--- config.mk ---
export PLATFORM = sky130hd
export DESIGN_NAME = eight_channel_led_pwm_core
export DESIGN_NICKNAME = d
export VERILOG_FILES = /design/src/pkg/led_pwm_pkg.sv /design/src/rtl/eight_channel_led_pwm_core.sv /design/src/rtl/pwm_channel.sv
export SDC_FILE = /design/constraint.sdc
export NUM_CORES = 1
export LEC_CHECK = 0
export ABC_AREA = 1
export BUFFER_PORTS_ARGS = -buffer_cell sky130_fd_sc_hd__buf_2
export CAP_MARGIN = 20
export CELL_PAD_IN_SITES_DETAIL_PLACEMENT = 0
export CELL_PAD_IN_SITES_GLOBAL_PLACEMENT = 2
export CORE_MARGIN = 4
export CORE_UTILIZATION = 39
export CTS_CLUSTER_SIZE = 30
export DETAILED_ROUTE_END_ITERATION = 7
export PLACE_DENSITY_LB_ADDON = 0.1
export SLEW_MARGIN = 10
export SYNTH_ARGS = -nofsm -noshare
export SYNTH_HDL_FRONTEND = slang
export SYNTH_SLANG_ARGS = --single-unit
--- constraint.sdc ---
create_clock -name ref_clk -period 5.05 [get_ports ref_clk]
set_input_delay 1.01 -clock ref_clk [delete_from_list [all_inputs] [get_ports ref_clk]]
set_output_delay 1.01 -clock ref_clk [all_outputs]
set_load 0.02 [all_outputs]
--- src/pkg/led_pwm_pkg.sv ---
// Constants and types for the eight-channel LED PWM core
package led_pwm_pkg;
    localparam int CHANNELS = 8;
    localparam int CODE_WIDTH = 8;
    localparam logic [7:0] PERIOD_LAST = 8'hFE;
    localparam logic [7:0] CODE_FULL_ON = 8'hFF;
    localparam logic [7:0] CODE_OFF = 8'h00;
    localparam logic [7:0] CODE_RESET = 8'hFF;
    localparam logic [7:0] COUNT_START = 8'h00;
    localparam int PWM_TICK_DIV = 40;

    typedef struct packed {
        logic above_upper;
        logic below_lower;
    } thermal_flags_t;

    typedef struct packed {
        logic load;
        logic [2:0] channel;
        logic [7:0] code;
    } code_load_t;

    typedef enum logic {THERM_RUN, THERM_SHUTDOWN} therm_state_t;
endpackage : led_pwm_pkg

--- src/rtl/eight_channel_led_pwm_core.sv ---
// Top of the eight-channel LED PWM core
`timescale 1ns/10ps
`default_nettype none
module eight_channel_led_pwm_core
    import led_pwm_pkg::*;
#(
    parameter int TICK_DIV = PWM_TICK_DIV
)
(
    input wire logic ref_clk,
    input wire logic reset,
    input wire logic clk_en,
    input wire logic output_enable_in,
    input wire thermal_flags_t thermal_in,
    input wire code_load_t code_load,
    output logic [CHANNELS-1:0] led_on,
    output logic thermal_shutdown,
    output logic pwm_tick_clock
);
    // ****************************************
    // Input synchronisers
    // ****************************************
    logic [2:0] sync_a;
    logic [2:0] sync_b;
    logic oe_sync;
    thermal_flags_t therm_sync;

    assign oe_sync = sync_b[0];
    assign therm_sync = thermal_flags_t'(sync_b[2:1]);

    always_ff @(posedge ref_clk)
    begin
        if (reset)
        begin
            sync_a <= 3'h0;
            sync_b <= 3'h0;
        end
        else if (clk_en)
        begin
            sync_a <= {thermal_in, output_enable_in};
            sync_b <= sync_a;
        end
    end

    // ****************************************
    // PWM tick and shared period counter
    // ****************************************
    logic [15:0] div_count;
    logic [7:0] count;
    logic tick;
    logic period_start;
    logic [7:0] next_count;

    assign tick = (div_count == 16'(TICK_DIV - 1));
    assign period_start = (count == PERIOD_LAST);
    assign next_count = period_start ? COUNT_START : count + 8'h01;

    always_ff @(posedge ref_clk)
    begin
        if (reset)
        begin
            div_count <= 16'h0000;
            count <= COUNT_START;
            pwm_tick_clock <= 1'b0;
        end
        else if (clk_en)
        begin
            div_count <= tick ? 16'h0000 : div_count + 16'h0001;
            pwm_tick_clock <= tick;
            if (tick)
                count <= next_count;
        end
    end

    // ****************************************
    // Thermal shutdown with hysteresis
    // ****************************************
    therm_state_t state;
    therm_state_t next_state;

    always_comb
    begin
        next_state = state;
        unique case (state)
            THERM_RUN:
                if (therm_sync.above_upper)
                    next_state = THERM_SHUTDOWN;
            THERM_SHUTDOWN:
                if (therm_sync.below_lower && !therm_sync.above_upper)
                    next_state = THERM_RUN;
        endcase
    end

    always_ff @(posedge ref_clk)
    begin
        if (reset)
            state <= THERM_RUN;
        else if (clk_en)
            state <= next_state;
    end

    assign thermal_shutdown = (state == THERM_SHUTDOWN);

    // ****************************************
    // Channels
    // ****************************************
    logic gate_on;
    logic loaded_recently;

    // Reset brings outputs on until an enable or a code load is seen
    assign gate_on = (oe_sync || !loaded_recently) && !thermal_shutdown;

    always_ff @(posedge ref_clk)
    begin
        if (reset)
            loaded_recently <= 1'b0;
        else if (clk_en && (oe_sync || code_load.load))
            loaded_recently <= 1'b1;
    end

    for (genvar ch = 0; ch < CHANNELS; ch++)
    begin : g_ch
        pwm_channel u_ch (
            .ref_clk(ref_clk),
            .reset(reset),
            .clk_en(clk_en),
            .tick(tick),
            .period_start(period_start),
            .count(count),
            .load(code_load.load && code_load.channel == 3'(ch)),
            .load_code(code_load.code),
            .gate_on(gate_on),
            .pwm_out(led_on[ch])
        );
    end
endmodule : eight_channel_led_pwm_core
`default_nettype wire

--- src/rtl/pwm_channel.sv ---
// One PWM channel: pending code, active code and comparator
`timescale 1ns/10ps
`default_nettype none
module pwm_channel
    import led_pwm_pkg::*;
(
    input wire logic ref_clk,
    input wire logic reset,
    input wire logic clk_en,
    input wire logic tick,
    input wire logic period_start,
    input wire logic [7:0] count,
    input wire logic load,
    input wire logic [7:0] load_code,
    input wire logic gate_on,
    output logic pwm_out
);
    logic [7:0] pending_code;
    logic [7:0] active_code;
    logic next_on;

    // Unsigned compare gives code ticks per 255-tick period
    assign next_on = gate_on && (active_code == CODE_FULL_ON || count < active_code);

    always_ff @(posedge ref_clk)
    begin
        if (reset)
        begin
            pending_code <= CODE_RESET;
            active_code <= CODE_RESET;
            pwm_out <= 1'b0;
        end
        else if (clk_en)
        begin
            if (load)
                pending_code <= load_code;
            // Swap only at period start, avoiding runt pulses
            if (tick && period_start)
                active_code <= pending_code;
            pwm_out <= next_on;
        end
    end
endmodule : pwm_channel
`default_nettype wire

After elaboration in Yosys (flattened, before gate mapping):

Index checks and enable logic that the tools add are counted.

* output and inout bits: 10
* word-level logic and storage cells: 108
* ROM bits: 0
* memory bits (writable): 0
* memories kept: 0
* register bits: 169
* latch bits: 0

* shift-type cells: 0
* bitwise operators: 1
* div/mod/pow operators: 0
* equal/unequal tests: 17
* mux-type cells: 5
* $lt $le $gt $ge: 8
* reduce and logical (&&, ||, !) cells: 44
* $mul: 0
* $add $sub $neg: 2

Operators with widths (number)
* 8-bit equality test (second input constant): 9
* 8-bit less-than comparator: 8
* 1-bit logical AND: 20
* 2-bit AND reduction: 10
* 16-bit by 1-bit adder with 16-bit output (second input constant): 1
* 16-bit by 6-bit equality test with 1-bit output (second input constant): 1
* 16-bit 2-to-1 mux: 1
* 3-bit equality test (second input constant): 4
* 1-bit logical OR: 10
* 8-bit by 1-bit adder with 8-bit output (second input constant): 1
* 8-bit 2-to-1 mux: 1
* 3-bit by 2-bit equality test with 1-bit output (second input constant): 2
* 3-bit by 1-bit equality test with 1-bit output (second input constant): 1
* 1-bit logical NOT: 3
* 3-bit logical NOT: 1
* 1-bit 2-to-1 mux: 2
* 1-bit one-hot mux with 2 select lines: 1
* 1-bit NOT: 1

Logic depth before layout (Yosys ltp):

* depth in word-level cells: 4
* mapped depth: 11
* depth with buffers taken out: 11

Cells and area by module:

From an unflattened synthesis, not the netlist that was laid out.

* cells, all modules: 1171
* area, all modules: 8383.0 um2

By module, submodules not included
* pwm_channel: area an instance 813.3 um2, cells an instance 110, seq. area each 340.3 um2, instances 8
* eight_channel_led_pwm_core: area an instance 1876.8 um2, cells an instance 291, seq. area each 660.6 um2, instances 1

Worst setup path after synthesis:

Ideal clock, no wire load.

* path kind: input port to flip-flop
* start: input port clk_en
* end: register g_ch[1].u_ch.active_code[1]
* buffers on the path: 3
* library setup time: 0.143 ns
* setup slack: 2.901 ns
* stages: 8
* required time: 4.907 ns
* arrival time: 2.006 ns
* path through: buf_2 > nand3_2 > nor3_4 > nand2_2 > nor2_8 > buf_8 > buf_8 > o211ai_2

* longest elaborated chain between the ends: 1

Ends and longest elaborated chain
* from (decl): line eight_channel_led_pwm_core.sv:12 `input wire logic clk_en,`
* 2-bit AND reduction (no line)
* to (signal assigned): line pwm_channel.sv:39 `active_code <= pending_code;`
* to (decl): line pwm_channel.sv:19 `logic [7:0] active_code;`

No other way between the ends.
A chain may end at the register's enable or synchronous reset.

Final worst setup path:

* start: register count[1]
* end: register g_ch[7].u_ch.active_code[2]

* longest elaborated chain between the ends: 3

Ends and longest elaborated chain
* from (decl): line eight_channel_led_pwm_core.sv:49 `logic [7:0] count;`
* from (signal assigned): line eight_channel_led_pwm_core.sv:71 `count <= next_count;`
* 8-bit equality test: line eight_channel_led_pwm_core.sv:55 `assign period_start = (count == PERIOD_LAST);`
* 1-bit logical AND: line pwm_channel.sv:38 `if (tick && period_start)`
* 2-bit AND reduction (no line)
* to (signal assigned): line pwm_channel.sv:39
* to (decl): line pwm_channel.sv:19

No other way between the ends.

==> reports/results.ini <==
[outcome]
outcome = finished clean

[layout]
mostFrequentLayoutCells = 366 x nand2_1, 169 x dfxtp_1, 127 x inv_1
antennaDiodeCount = 0
drive_above_1_share = 0.0792
syn_to_final_growth_pct = 10.1
nets = 1175
final_common_cell = nand2_1

[floorplan]
die_y_um = 152
core_um2 = 20400
io_pins = 28
start_util = 0.398
die_area_um2 = 23200
fp.dieW_um = 152
core.rowCount = 52

[synth]
ys_types = 36
synth.yosys.seq_area_share = 0.417
yosysWarnings = 0
synthFlopType = dfxtp_1
synth_top_area_cell = dfxtp_1
synthCells = 1100
async_flop_share = 0
synth_edf_count = 0
synthesis.area_per_instance_um2 = 7.37
yosys_register_bits = 169
yosys-top-cells-area = dfxtp_1 42%, nand2_1 17%, ha_1 9.1%, inv_1 5.9%, nand3_1 5.4%
synthesis.area_um2 = 8110
syn_nets = 1177
yosysTopAreaCellShare = 0.417

[clock_network]
cts_tree = built
h-tree-depth = 4
cts_hold_buf = 0
cts_buffers = 17
cts_resized = 0
clockBufferDepth = 2
clk_latency_ns = 0.43
clk_pin_slew_ns = 0.08
postCtsSetupRepairBufs = 0
clkSinkCount = 169
cts_root_buf = clkbuf_16

[routing]
num_vias = 6579
dr.first_iter.drc_count = 459
ant_nets = 0
vias_per_cell = 4.76
drc = 0
routed_wl_mm = 20.8
first_pass_iters = 5
wire_per_inst_um = 15.1

[grt]
grt_max_degree = 89
grt_pass1_wl_mm = 33.7
grt_overflow = 0
antenna_found_initial = 0
grt_pass1_vias = 6028
grtUsageTotal = 0.182

[placement]
dpl_worst_slack_ns = 1.96
routabilityCongestion = 0.763
hpwlAfterDp_mm = 13.7
io_buffers = 27

[sta]
max_freq_ghz = 0.346
finalHoldViolations = 0
worst_pin_slew_ns = 0.993
setup_viol = 0
rsz0062_at_grt = false
slew_headroom = 0.333
fin_crit_ns = 2.89
skew_ns = 0.0108
drv_slew = 0
setup_ws_ns = 2.16
timing.final.crit_share = 0.572
setup-tns-final_ns = 0

[setup_path]
regToRegSetupSlack_ns = 2.16
timing_worst_setup_path_type = reg -> reg
crit_arrival_ns = 3.18
critPathRequiredTime_ns = 5.34
path_max_fanout = 68
critPathCapture = g_ch[7].u_ch.active_code[2]$_SDFFE_PP1P_
r2r_end = g_ch[7].u_ch.active_code[2]$_SDFFE_PP1P_
r2r_cells = 7
startpoint = count[1]$_SDFFE_PP0P_
end_kind = flop
reg2reg_from = count[1]$_SDFFE_PP0P_
startpoint_type = flop

[job]
max_cap_viol_count = 0

[min_path]
hp-class = reg -> reg

[power_and_ir_drop]
p_per_area_nw_per_um2 = 315
leakagePower_uw = 0.00473
irDropWorstVdd_uv = 185

-- critical path: stages (launching register included) --
cell,delay (ns)
dfxtp_1,0.78
ha_1,0.26
nand2_1,0.06
nor2_1,0.12
nand2_1,0.23
nor2_8,0.73
buf_12,0.35
o211ai_1,0.13
-- power breakdown --
group,switching (uW),internal [uW],total (uW)
clock,619,718,1340
combinational,83.6,27.5,111
sequential,13.1,1350,1370
-- worst min path at each step --
| stage | cells after the start | from | endpoint |
|---|---|---|---|
| finish | 2 | g_ch[1].u_ch.pending_code[7]$_SDFFE_PP1P_ | g_ch[1].u_ch.pending_code[7]$_SDFFE_PP1P_ |
| global route | 2 | sync_b[2]$_SDFFE_PP0P_ | thermal_shutdown$_SDFFE_PP0P_ |
| CTS | 2 | g_ch[5].u_ch.pending_code[3]$_SDFFE_PP1P_ | g_ch[5].u_ch.pending_code[3]$_SDFFE_PP1P_ |
| detailed placement | 2 | g_ch[1].u_ch.pending_code[3]$_SDFFE_PP1P_ | g_ch[1].u_ch.pending_code[3]$_SDFFE_PP1P_ |
| global placement | 2 | g_ch[1].u_ch.pending_code[3]$_SDFFE_PP1P_ | g_ch[1].u_ch.pending_code[3]$_SDFFE_PP1P_ |
| floorplan | 2 | g_ch[0].u_ch.pending_code[0]$_SDFFE_PP1P_ | g_ch[0].u_ch.pending_code[0]$_SDFFE_PP1P_ |
-- final cells by class --
| class | count | area [um^2] |
|---|---|---|
| Clock buffer | 18 | 439 |
| Sequential cell | 169 | 3380 |
| Fill cell | 2100 | 11400 |
| Inverter | 131 | 494 |
| Clock inverter | 14 | 161 |
| Multi-Input combinational cell | 750 | 3960 |
| Timing Repair Buffer | 29 | 163 |
| Tap cell | 270 | 338 |
-- registers in the layout (all words and copies together) (netlist names), 3 cells and up --
register and flops:
count 8, div_count 16, g_ch.u_ch.active_code 64, g_ch.u_ch.pending_code 64, g_ch.u_ch.pwm_out 8, sync_a 3
sync_b 3
-- stage by stage --
stage | hold slack (ns) | total power [uW] | cells | util | cell area [um^2]
floorplan | 0.429 | 1470 | 1100 | - | 8110
global placement | 0.439 | 1510 | 1349 | 0.409 | 8330
detailed placement | 0.442 | 1510 | 1349 | 0.409 | 8330
CTS | 0.460 | 2850 | 1381 | 0.439 | 8930
global route | 0.478 | 2920 | 1381 | 0.439 | 8930
finish | 0.457 | 2820 | 1381 | 0.439 | 8930
-- Yosys cell counts (9+ instances only) --
cell type / n
o21ai_0: 12
buf_1: 9
o211ai_1: 50
nand3_1: 88
o211ai_2: 10
dfxtp_1: 169
nand2_1: 366
inv_1: 128
buf_2: 9
nor3_1: 25
nor4_1: 12
clkbuf_1: 18
nor2_1: 61
a21oi_1: 40
ha_1: 59
-- kinds of logic (layout without fill, tap and decap cells) --
group | after synthesis | after routing | synth area share
DFF | 169 | 169 | 0.417
AOI/OAI and AO/OA | 116 | 116 | 0.0970
buffers and inverters | 181 | 192 | 0.0953
and+or+nand+nor | 571 | 571 | 0.295
adders and majority gates | 59 | 59 | 0.0910
xor gates and xnor gates | 4 | 4 | 0.00432
-- metal layers --
metal	GRT usage	vias to the layer above	wire, um
li1	-	3547	-
met3	0.0332	12	627
met1	0.268	2944	10800
met2	0.280	76	9220
met4	0.0360	0	148
met5	0	-	0
(Power assumes the default switching activity.)
